$ cat src/bit_branch_pkg.sv
// Shared types, constants and helpers of the bit processor and branch unit
package bit_branch_pkg;

    // Machine cycle: six states of two oscillator periods each
    localparam int CLKS_PER_STATE = 2;
    localparam int STATES_PER_MC = 6;
    localparam int CLKS_PER_MC = CLKS_PER_STATE * STATES_PER_MC;
    localparam logic [4:0] MC1_LAST = 5'(CLKS_PER_MC - 2);
    localparam logic [4:0] MC2_LAST = 5'(2 * CLKS_PER_MC - 2);

    // Bit and byte address map
    localparam logic [7:0] SFR_BIT_BASE = 8'h80;
    localparam logic [7:0] RAM_BIT_BYTE_BASE = 8'h20;
    localparam logic [7:0] STATUS_WORD_ADDR = 8'hD0;
    localparam logic [7:0] STACK_PTR_RESET = 8'h07;
    localparam logic [7:0] STATUS_WORD_RESET = 8'h00;
    localparam int CARRY_POS = 7;
    localparam int PARITY_POS = 0;
    localparam int BLOCK_FIELD_POS = 5;
    localparam int BLOCK_BITS = 11;

    typedef enum logic [4:0] {
        OP_NO_OPERATION, OP_MOVE_BIT_TO_C, OP_MOVE_C_TO_BIT, OP_CLEAR_C, OP_CLEAR_BIT,
        OP_SET_C, OP_SET_BIT, OP_COMPLEMENT_C, OP_COMPLEMENT_BIT, OP_AND_BIT, OP_AND_NOT_BIT,
        OP_OR_BIT, OP_OR_NOT_BIT, OP_BRANCH_CARRY, OP_BRANCH_NO_CARRY, OP_BRANCH_BIT_SET,
        OP_BRANCH_BIT_CLEAR, OP_BRANCH_TEST_CLEAR, OP_SHORT_JUMP, OP_LONG_JUMP, OP_BLOCK_JUMP,
        OP_INDEXED_JUMP, OP_LONG_CALL, OP_BLOCK_CALL, OP_SUB_RETURN, OP_INT_RETURN,
        OP_BRANCH_ACC_ZERO, OP_BRANCH_ACC_NONZERO, OP_DEC_BRANCH, OP_CMP_BRANCH
    } op_e;

    typedef enum logic [1:0] {CMP_ACC_IMM, CMP_ACC_MEM, CMP_MEM_IMM} cmp_src_e;

    typedef struct packed {
        op_e op;
        logic [7:0] opcode;
        logic [7:0] addr;
        logic ind;
        logic [7:0] imm;
        logic [7:0] hi;
        logic [7:0] rel;
        cmp_src_e cmp_src;
        logic [15:0] next_pc;
    } instr_s;

    typedef struct packed {
        logic rd;
        logic wr;
        logic sfr;
        logic [7:0] addr;
        logic [7:0] wdata;
    } mem_req_s;

    function automatic logic is_bit_op(input op_e op);
        return op inside {OP_MOVE_BIT_TO_C, OP_MOVE_C_TO_BIT, OP_CLEAR_BIT, OP_SET_BIT,
            OP_COMPLEMENT_BIT, OP_AND_BIT, OP_AND_NOT_BIT, OP_OR_BIT, OP_OR_NOT_BIT,
            OP_BRANCH_BIT_SET, OP_BRANCH_BIT_CLEAR, OP_BRANCH_TEST_CLEAR};
    endfunction : is_bit_op

    function automatic logic needs_operand(input op_e op, input cmp_src_e src);
        return is_bit_op(op) || op == OP_DEC_BRANCH || (op == OP_CMP_BRANCH && src != CMP_ACC_IMM);
    endfunction : needs_operand

    function automatic logic two_mc(input op_e op);
        return !(op inside {OP_NO_OPERATION, OP_MOVE_BIT_TO_C, OP_CLEAR_C, OP_CLEAR_BIT,
            OP_SET_C, OP_SET_BIT, OP_COMPLEMENT_C, OP_COMPLEMENT_BIT});
    endfunction : two_mc

    // Low 128 bit addresses live in 16 RAM bytes, the upper half in SFR bytes on multiples of 8
    function automatic logic [7:0] bit_byte_addr(input logic [7:0] bit_addr);
        if (bit_addr[7]) begin
            return {bit_addr[7:3], 3'b000};
        end
        return RAM_BIT_BYTE_BASE + {4'h0, bit_addr[6:3]};
    endfunction : bit_byte_addr

    function automatic logic [15:0] rel_target(input logic [15:0] base, input logic [7:0] rel);
        return base + {{8{rel[7]}}, rel};
    endfunction : rel_target

    function automatic logic [7:0] put_bit(input logic [7:0] data, input logic [2:0] idx, input logic val);
        logic [7:0] res;
        res = data;
        res[idx] = val;
        return res;
    endfunction : put_bit

endpackage : bit_branch_pkg

$ cat src/bit_processor_branch_unit.sv
// Bit processor and program flow execution unit of the 8-bit core
`timescale 1ns/100ps
`default_nettype none
module bit_processor_branch_unit
    import bit_branch_pkg::*;
(
    // Clock and reset
    input wire logic clk_sys,
    input wire logic sys_rst,
    // Decoded instruction from fetch
    input wire logic instr_valid,
    input wire instr_s instr,
    output logic instr_ready,
    output logic instr_done,
    // Core operands
    input wire logic [7:0] acc,
    input wire logic [15:0] data_pointer,
    // Program counter update
    output logic pc_load,
    output logic [15:0] pc_target,
    output logic int_return_done,
    // Internal data memory, read data valid one clock after rd
    output mem_req_s mem_req,
    input wire logic [7:0] mem_rdata,
    // State seen by the core
    output logic [7:0] program_status_word,
    output logic carry,
    output logic [7:0] stack_pointer
);
    typedef enum logic [2:0] {ST_IDLE, ST_READ, ST_EXEC, ST_PUSH_HI, ST_POP_LO, ST_POP_FIN, ST_WAIT} state_e;

    state_e state_r;
    instr_s instr_r;
    logic [7:0] byte_addr_r, status_r, stack_ptr_r;
    logic sfr_r, status_hit_r, take_r;
    logic [15:0] pc_target_r, target;
    logic accept, mc_last, bit_v, wr_en, c_en, c_val, take, is_call, is_return, nxt_sfr;
    logic [7:0] status_view, opd, wr_data, cmp_a, cmp_b, nxt_byte_addr;
    logic [2:0] bit_idx;

    assign instr_ready = (state_r == ST_IDLE);
    assign accept = instr_valid && instr_ready;
    assign is_call = instr_r.op inside {OP_LONG_CALL, OP_BLOCK_CALL};
    assign is_return = instr_r.op inside {OP_SUB_RETURN, OP_INT_RETURN};

    machine_cycle_timer u_timer (
        .clk_sys(clk_sys),
        .sys_rst(sys_rst),
        .start(accept),
        .two_cycles(two_mc(instr.op)),
        .busy(),
        .last(mc_last)
    );

    always_comb begin
        if (is_bit_op(instr.op)) begin
            nxt_byte_addr = bit_byte_addr(instr.addr);
            nxt_sfr = instr.addr[7];
        end else begin
            nxt_byte_addr = instr.addr;
            nxt_sfr = !instr.ind && instr.addr[7];
        end
    end

    always_ff @(posedge clk_sys or posedge sys_rst) begin
        if (sys_rst) begin
            instr_r <= '0;
            byte_addr_r <= 8'h00;
            sfr_r <= 1'b0;
            status_hit_r <= 1'b0;
        end else if (accept) begin
            instr_r <= instr;
            byte_addr_r <= nxt_byte_addr;
            sfr_r <= nxt_sfr;
            status_hit_r <= nxt_sfr && (nxt_byte_addr == STATUS_WORD_ADDR);
        end
    end

    always_ff @(posedge clk_sys or posedge sys_rst) begin
        if (sys_rst) begin
            state_r <= ST_IDLE;
        end else begin
            case (state_r)
                ST_IDLE: begin
                    if (accept) begin
                        state_r <= needs_operand(instr.op, instr.cmp_src) ? ST_READ : ST_EXEC;
                    end
                end
                ST_READ: state_r <= ST_EXEC;
                ST_EXEC: begin
                    if (is_call) begin
                        state_r <= ST_PUSH_HI;
                    end else if (is_return) begin
                        state_r <= ST_POP_LO;
                    end else begin
                        state_r <= ST_WAIT;
                    end
                end
                ST_PUSH_HI: state_r <= ST_WAIT;
                ST_POP_LO: state_r <= ST_POP_FIN;
                ST_POP_FIN: state_r <= ST_WAIT;
                default: begin
                    if (mc_last) begin
                        state_r <= ST_IDLE;
                    end
                end
            endcase
        end
    end

    // parity follows the accumulator, so it is built on read rather than stored
    assign status_view = {status_r[7:1], ^acc};
    assign opd = status_hit_r ? status_view : mem_rdata;
    assign bit_idx = instr_r.addr[2:0];
    assign bit_v = opd[bit_idx];
    assign cmp_a = (instr_r.cmp_src == CMP_MEM_IMM) ? opd : acc;
    assign cmp_b = (instr_r.cmp_src == CMP_ACC_MEM) ? opd : instr_r.imm;

    always_comb begin
        wr_en = 1'b0;
        wr_data = opd;
        c_en = 1'b0;
        c_val = status_r[CARRY_POS];
        take = 1'b0;
        target = rel_target(instr_r.next_pc, instr_r.rel);
        case (instr_r.op)
            OP_MOVE_BIT_TO_C: begin c_en = 1'b1; c_val = bit_v; end
            OP_CLEAR_C: begin c_en = 1'b1; c_val = 1'b0; end
            OP_SET_C: begin c_en = 1'b1; c_val = 1'b1; end
            OP_COMPLEMENT_C: begin c_en = 1'b1; c_val = !status_r[CARRY_POS]; end
            OP_AND_BIT: begin c_en = 1'b1; c_val = status_r[CARRY_POS] & bit_v; end
            OP_AND_NOT_BIT: begin c_en = 1'b1; c_val = status_r[CARRY_POS] & !bit_v; end
            OP_OR_BIT: begin c_en = 1'b1; c_val = status_r[CARRY_POS] | bit_v; end
            OP_OR_NOT_BIT: begin c_en = 1'b1; c_val = status_r[CARRY_POS] | !bit_v; end
            OP_MOVE_C_TO_BIT: begin wr_en = 1'b1; wr_data = put_bit(opd, bit_idx, status_r[CARRY_POS]); end
            OP_CLEAR_BIT: begin wr_en = 1'b1; wr_data = put_bit(opd, bit_idx, 1'b0); end
            OP_SET_BIT: begin wr_en = 1'b1; wr_data = put_bit(opd, bit_idx, 1'b1); end
            OP_COMPLEMENT_BIT: begin wr_en = 1'b1; wr_data = put_bit(opd, bit_idx, !bit_v); end
            OP_BRANCH_CARRY: take = status_r[CARRY_POS];
            OP_BRANCH_NO_CARRY: take = !status_r[CARRY_POS];
            OP_BRANCH_BIT_SET: take = bit_v;
            OP_BRANCH_BIT_CLEAR: take = !bit_v;
            OP_BRANCH_TEST_CLEAR: begin take = bit_v; wr_en = bit_v; wr_data = put_bit(opd, bit_idx, 1'b0); end
            OP_SHORT_JUMP: take = 1'b1;
            OP_LONG_JUMP, OP_LONG_CALL: begin take = 1'b1; target = {instr_r.hi, instr_r.imm}; end
            OP_BLOCK_JUMP, OP_BLOCK_CALL: begin
                take = 1'b1;
                target = {instr_r.next_pc[15:BLOCK_BITS], instr_r.opcode[7:BLOCK_FIELD_POS], instr_r.imm};
            end
            OP_INDEXED_JUMP: begin take = 1'b1; target = data_pointer + {8'h00, acc}; end
            OP_SUB_RETURN, OP_INT_RETURN: take = 1'b1;
            OP_BRANCH_ACC_ZERO: take = (acc == 8'h00);
            OP_BRANCH_ACC_NONZERO: take = (acc != 8'h00);
            OP_DEC_BRANCH: begin wr_en = 1'b1; wr_data = opd - 8'h01; take = (opd != 8'h01); end
            OP_CMP_BRANCH: begin take = (cmp_a != cmp_b); c_en = 1'b1; c_val = (cmp_a < cmp_b); end
            default: take = 1'b0;
        endcase
    end

    // carry lives in the status word
    always_ff @(posedge clk_sys or posedge sys_rst) begin
        if (sys_rst) begin
            status_r <= STATUS_WORD_RESET;
        end else if (state_r == ST_EXEC) begin
            if (wr_en && status_hit_r) begin
                status_r <= wr_data;
            end else if (c_en) begin
                status_r[CARRY_POS] <= c_val;
            end
        end
    end

    always_ff @(posedge clk_sys or posedge sys_rst) begin
        if (sys_rst) begin
            stack_ptr_r <= STACK_PTR_RESET;
        end else if ((state_r == ST_EXEC && is_call) || state_r == ST_PUSH_HI) begin
            stack_ptr_r <= stack_ptr_r + 8'h01;
        end else if ((state_r == ST_EXEC && is_return) || state_r == ST_POP_LO) begin
            stack_ptr_r <= stack_ptr_r - 8'h01;
        end
    end

    // popped bytes form the resume address
    always_ff @(posedge clk_sys or posedge sys_rst) begin
        if (sys_rst) begin
            pc_target_r <= 16'h0000;
            take_r <= 1'b0;
        end else if (accept) begin
            take_r <= 1'b0;
        end else if (state_r == ST_EXEC) begin
            take_r <= take;
            pc_target_r <= target;
        end else if (state_r == ST_POP_LO) begin
            pc_target_r[15:8] <= mem_rdata;
        end else if (state_r == ST_POP_FIN) begin
            pc_target_r[7:0] <= mem_rdata;
        end
    end

    // push low then high, pop high then low
    always_comb begin
        mem_req = '0;
        case (state_r)
            ST_READ: begin
                mem_req.rd = !status_hit_r;
                mem_req.sfr = sfr_r;
                mem_req.addr = byte_addr_r;
            end
            ST_EXEC: begin
                if (is_call) begin
                    mem_req.wr = 1'b1;
                    mem_req.addr = stack_ptr_r + 8'h01;
                    mem_req.wdata = instr_r.next_pc[7:0];
                end else if (is_return) begin
                    mem_req.rd = 1'b1;
                    mem_req.addr = stack_ptr_r;
                end else if (wr_en && !status_hit_r) begin
                    mem_req.wr = 1'b1;
                    mem_req.sfr = sfr_r;
                    mem_req.addr = byte_addr_r;
                    mem_req.wdata = wr_data;
                end
            end
            ST_PUSH_HI: begin
                mem_req.wr = 1'b1;
                mem_req.addr = stack_ptr_r + 8'h01;
                mem_req.wdata = instr_r.next_pc[15:8];
            end
            ST_POP_LO: begin
                mem_req.rd = 1'b1;
                mem_req.addr = stack_ptr_r;
            end
            default: mem_req = '0;
        endcase
    end

    // PC changes at the end of the instruction only
    assign instr_done = mc_last;
    assign pc_load = mc_last && take_r;
    assign pc_target = pc_target_r;
    assign int_return_done = mc_last && (instr_r.op == OP_INT_RETURN);
    assign program_status_word = status_view;
    assign carry = status_r[CARRY_POS];
    assign stack_pointer = stack_ptr_r;
endmodule : bit_processor_branch_unit
`default_nettype wire

$ cat src/machine_cycle_timer.sv
// Counts the one or two machine cycles that an instruction occupies
`timescale 1ns/100ps
`default_nettype none
module machine_cycle_timer
    import bit_branch_pkg::*;
(
    // Clock and reset
    input wire logic clk_sys,
    input wire logic sys_rst,
    // Control
    input wire logic start,
    input wire logic two_cycles,
    // Status
    output logic busy,
    output logic last
);
    logic [4:0] cnt_r;
    logic [4:0] limit_r;
    logic busy_r;

    always_ff @(posedge clk_sys or posedge sys_rst) begin
        if (sys_rst) begin
            cnt_r <= 5'h0;
            limit_r <= 5'h0;
            busy_r <= 1'b0;
        end else if (start) begin
            cnt_r <= 5'h0;
            limit_r <= two_cycles ? MC2_LAST : MC1_LAST;
            busy_r <= 1'b1;
        end else if (busy_r) begin
            if (cnt_r == limit_r) begin
                busy_r <= 1'b0;
            end else begin
                cnt_r <= cnt_r + 5'h1;
            end
        end
    end

    assign busy = busy_r;
    assign last = busy_r && (cnt_r == limit_r);
endmodule : machine_cycle_timer
`default_nettype wire

$ cat config.mk
export PLATFORM = sky130hd
export DESIGN_NAME = bit_processor_branch_unit
export DESIGN_NICKNAME = d
export VERILOG_FILES = /design/src/bit_branch_pkg.sv /design/src/bit_processor_branch_unit.sv /design/src/machine_cycle_timer.sv
export SDC_FILE = /design/constraint.sdc
export NUM_CORES = 1
export LEC_CHECK = 0
export ABC_AREA = 1
export BUFFER_PORTS_ARGS = -buffer_cell sky130_fd_sc_hd__buf_2
export CAP_MARGIN = 25
export CELL_PAD_IN_SITES_DETAIL_PLACEMENT = 1
export CELL_PAD_IN_SITES_GLOBAL_PLACEMENT = 1
export CORE_MARGIN = 4
export CORE_UTILIZATION = 29
export CTS_CLUSTER_DIAMETER = 40
export CTS_CLUSTER_SIZE = 30
export DETAILED_ROUTE_END_ITERATION = 10
export PLACE_DENSITY_LB_ADDON = 0.2
export REMOVE_ABC_BUFFERS = 1
export SETUP_SLACK_MARGIN = 0.15
export SLEW_MARGIN = 20
export SYNTH_ARGS = -nofsm -noshare
export SYNTH_HDL_FRONTEND = slang
export SYNTH_SLANG_ARGS = --single-unit
$ cat constraint.sdc
create_clock -name clk_sys -period 4.5 [get_ports clk_sys]
set_clock_uncertainty 0.2 [all_clocks]
set_input_delay 0.45 -clock clk_sys [delete_from_list [all_inputs] [get_ports clk_sys]]
set_output_delay 0.45 -clock clk_sys [all_outputs]
set_load 0.01 [all_outputs]
# After elaboration in Yosys (flattened, before gate mapping)
# Cells that the tools add are included.
[totals]
ff_bits = 115
input_bits = 99
out_inout_bits = 56
[op_classes]
add_sub_neg = 7
magnitude_cmp = 3
n_eq_ne = 60
mux = 58
bitwise = 8
n_reduce_logical = 52
[ops]
columns = ["op", "count"]
rows = [
  ["$mux 8", 13],
  ["$eq 5x5->1 const B", 18],
  ["$eq 5x4->1 const B", 14],
  ["$pmux 16 s3", 1],
  ["$eq 5x3->1 const B", 8],
  ["$pmux 8 s5", 1],
  ["$mux 16", 2],
  ["$pmux 8 s4", 1],
  ["$eq 5x2->1 const B", 4],
  ["$mux 5", 4],
  ["$mux 18", 1],
  ["$pmux 1 s9", 2],
  ["$reduce_bool 2->1", 9],
  ["$mux 1", 17],
  ["$add 16x16->16", 1],
  ["$add 16x8->16", 1],
  ["$bwmux 8", 2],
  ["$pmux 8 s2", 1],
  ["$reduce_bool 8->1", 2],
  ["$sub 8x1->8 const B", 2],
  ["$pmux 3 s5", 1],
  ["$logic_and 1x1->1", 12],
  ["$reduce_bool 12->1", 1],
  ["$eq 5x1->1 const B", 2],
  ["43 further kinds", 68],
]

# Longest topological paths before layout
[logic_depth]
ltp_word = 11
ltp_mapped = 23

# By module
# From an unflattened synthesis, not the netlist that was laid out.
[unflattened]
hier_cells = 1339
hier_area_um2 = 8759.7
[modules_own_cells]
columns = ["module", "instances", "cells_per_inst", "area_each_um2", "seq_area_each_um2"]
rows = [
  ["bit_processor_branch_unit", 1, 1280, 8262.9, 2456.1],
  ["machine_cycle_timer", 1, 59, 496.7, 225.2],
]

# Least setup slack after synthesis
# No wires, ideal clock.
[synth_timing]
kind = "input -> output"
start = "in acc[6]"
end = "out mem_req[4] (netlist bit)"
arrival_time_ns = 2.227
setup_slack_ns = 1.623
cell_stages = 16
path_buffers = 0
cell_sequence = "inv_1 ha_1 nor2_1 nor2_1 nand2_1 nand3_1 nand2_1 ha_1 inv_1 o21ai_0 nand3_1 o21ai_0 nor2_1 nand2_1 a21oi_1 o211ai_1"
[synth_rtl]
columns = ["item", "line", "rtl"]
rows = [
  ["start, declared", "bit_processor_branch_unit.sv:16", "input wire logic [7:0] acc,"],
  ["end, declared", "bit_processor_branch_unit.sv:23", "output mem_req_s mem_req,"],
]

==> reports/metrics.cfg <==
[status]
status=finished, final reports clean

[timing]
setup_viol=0
tightest_slew_ns=0.869
slew_violations=0
fin_crit_sh=0.893
whs_ns=0.0730
max_freq_mhz=249
relSlewSlack=0.421
post-route-min-period_ns=4.02
rsz0062_at_grt=false
hold_violations=0

[critical_path]
crit_path_frequent_cell=inv_2
cp_top_family=simple AND/OR/NAND/NOR gates
critPathRequiredTime_ns=3.85
path_cells=inv_2 -> nand2_1 -> nand2_1 -> nor2_1 -> nor2_1 -> nand2_2 -> nor2_4 -> nand2_4 -> inv_2 -> o21ai_4 -> nand3_4 -> inv_2 -> nand3_1 -> o211ai_1 -> buf_2
worstSetupPathType=flip-flop to output pin
end_kind=output pin
crit_buf_inv=4
cp-start-kind=flip-flop
critPathMaxFanout=12
crit_arrival_ns=3.37
slowest_stage=dfrtp_1
crit_path_max_incr_delay_ns=0.79

[drt]
wl_per_cell_um=17.7
drc=0
drtIter0Drc=517
vias_per_cell=4.97
antenna_left=0
route.vias.total=9068
drt-pass1-iter-count=5
routed_wl_um=32200

[floorplanning]
ios=155
start_util=0.294
fp.dieArea_sq_um=31900
fp.dieW_um=178
row_count=62
coreArea_sq_um=28700
fp.dieH_um=178

[global_route]
antenna_found_initial=0
grt_overflow_total=0
grtUsageTotal=0.205
grt_pass1_wl_um=51100
grt_pass1_vias=9260
grt_max_degree=85

[yosys]
ys_types=52
yosys_warnings=0
synth-main-ff-cell=dfrtp_1
synthesis.area_sq_um=8430
avgSynthCellArea_sq_um=6.51
synth-seq-area-share=0.318
synth-seq-cells=107
synth-async-reset-ratio=1.00
synth-edff-count=0
synth_cells=1294

[clocking]
clock_latency_ns=0.36
postCtsResizedCells=0
htreeDepth=3
clockBufferDepth=2
root_buffer=clkbuf_16
cts.sinks=107
cts_tree=built
cts.clk_slew.worst_paths_ns=0.09
numCtsBuffers=9

[final_layout]
drive_above_1_share=0.155
diodes=0
fin_area_sq_um=9930
layout_common_cells=nand2_1, inv_1, buf_2
multi_input_area_sq_um=5010
fillCellCount=3778
syn_to_final_growth_pct=17.9
fin_nets=1577
final_cells=1825
seq_area_sq_um=2680
final_common_cell=nand2_1

[pwr]
power_switching_share=0.525
ir_worst_vdd_v=0.000227
p_leak_uw=0.00528
p_clk_frac=0.127
pwr-share-seq=0.279
cellPowerDensity_nw_per_um2=661
p_total_uw=6570
p_int_uw=3120
switchingPower_uw=3450
p_comb_frac=0.594

[hold_path]
hold_class=primary input to flip-flop

[placed_design]
gp_congestion=0.904
placedCellCount=1808
place.detailed.hpwl_um=26400
placedInstanceArea_sq_um=9620
port_buffers=149

[run]
cap_violations=0

[state kept, by name, summed over array words and instances (netlist names)]
name             count
sfr_r                1
u_timer.busy         1
state_r              3
byte_addr_r          8
status_r             7
status_hit_r         1
bit_idx              3
instr_r             50
u_timer.limit_r      3
stack_pointer        8
take_r               1
u_timer.cnt_r        5
pc_target           16
[cell type report]
| type | instances | share of cell area |
|---|---|---|
| Tap cell | 384 | 0.0484 |
| Sequential cell | 107 | 0.270 |
| Clock buffer | 10 | 0.0241 |
| Timing Repair Buffer | 160 | 0.0836 |
| Multi-Input combinational cell | 992 | 0.504 |
| Inverter | 166 | 0.0632 |
| Clock inverter | 6 | 0.00655 |
[cell families after synthesis]
kind of cell	after synthesis	share of synthesized area
AO/OA/AOI/OAI	230	0.160
XOR/XNOR	13	0.0135
adder cells (fa/ha/maj)	42	0.0641
buffers and inverters	195	0.0891
flip-flops	107	0.318
AND/OR/NAND/NOR	707	0.355
[per-layer routing]
layer	up-vias	track usage	share of wire
li1	4510	-	-
met1	4375	0.286	0.47
met2	163	0.339	0.47
met3	20	0.0261	0.042
met4	0	0.0441	0.015
met5	-	0	0
[final timing paths]
path                               end  cells after the start         start  slack [ns]
max                         mem_req[7]                     15  status_hit_r        0.48
min                        instr_r[27]                      3     instr[27]        0.07
max reg2reg                     take_r                     16  status_hit_r        1.16
min reg2reg                instr_r[32]                      2   instr_r[32]        0.28
max in group asynchronous  status_r[5]                      4       sys_rst        2.65
min in group asynchronous   instr_r[5]                      3       sys_rst        0.53
[repair_timing]
action                                  in CTS  in global routing
setup buffers                                0                  0
endpoints found under the setup margin       0                  0
endpoints found under the hold margin       32                  0
hold buffers                                 1                  0
[synthesized netlist by cell type (3+ instances only)]
library cell / count / area (sq um)
nand3_1: 95 / 475
o221ai_1: 3 / 26.3
o31ai_1: 4 / 30.0
nand4_1: 22 / 138
nand2_4: 3 / 33.8
nand3b_1: 5 / 37.5
o21bai_1: 4 / 30.0
or2_2: 5 / 31.3
inv_1: 154 / 578
xor2_1: 10 / 87.6
nor2_1: 118 / 443
a31oi_1: 3 / 18.8
o21ai_2: 5 / 43.8
inv_2: 8 / 30.0
a22oi_1: 13 / 97.6
dfstp_2: 3 / 78.8
ha_1: 40 / 500
nand2_2: 11 / 68.8
nor3_1: 18 / 90.1
xnor2_1: 3 / 26.3
a21oi_1: 62 / 310
nand2_1: 420 / 1580
clkinv_1: 3 / 11.3
o211ai_1: 14 / 105
dfrtp_1: 104 / 2600
nor2_2: 3 / 18.8
buf_2: 4 / 20.0
o21a_1: 4 / 30.0
clkbuf_1: 23 / 86.3
o21ai_0: 91 / 455
o21ai_1: 11 / 55.1
[through the flow]
step	setup TNS [ns]	utilization	worst slack [ns]
2_1_floorplan	-53.53	-	-1.26
3_3_place_gp	0	0.335	0.748
3_5_place_dp	0	0.335	0.688
4_1_cts	0	0.346	0.480
5_1_grt	0	0.346	0.228
6_report	0	0.346	0.481
[power groups by stage]
stage                     clock network, uW  registers (uW)  logic, uW
after global placement                    0            1850       3840
after detailed placement                  0            1860       3910
final                                   833            1830       3900
after global routing                    900            1900       4450
after CTS                               865            1840       3940
after floorplan                           0            1750       2620
[worst min-delay path: stages]
cell and delay (ns):
buf_2 0.07, nand2_1 0.04, nand2_1 0.05
Power figures use the tool's default switching activity.
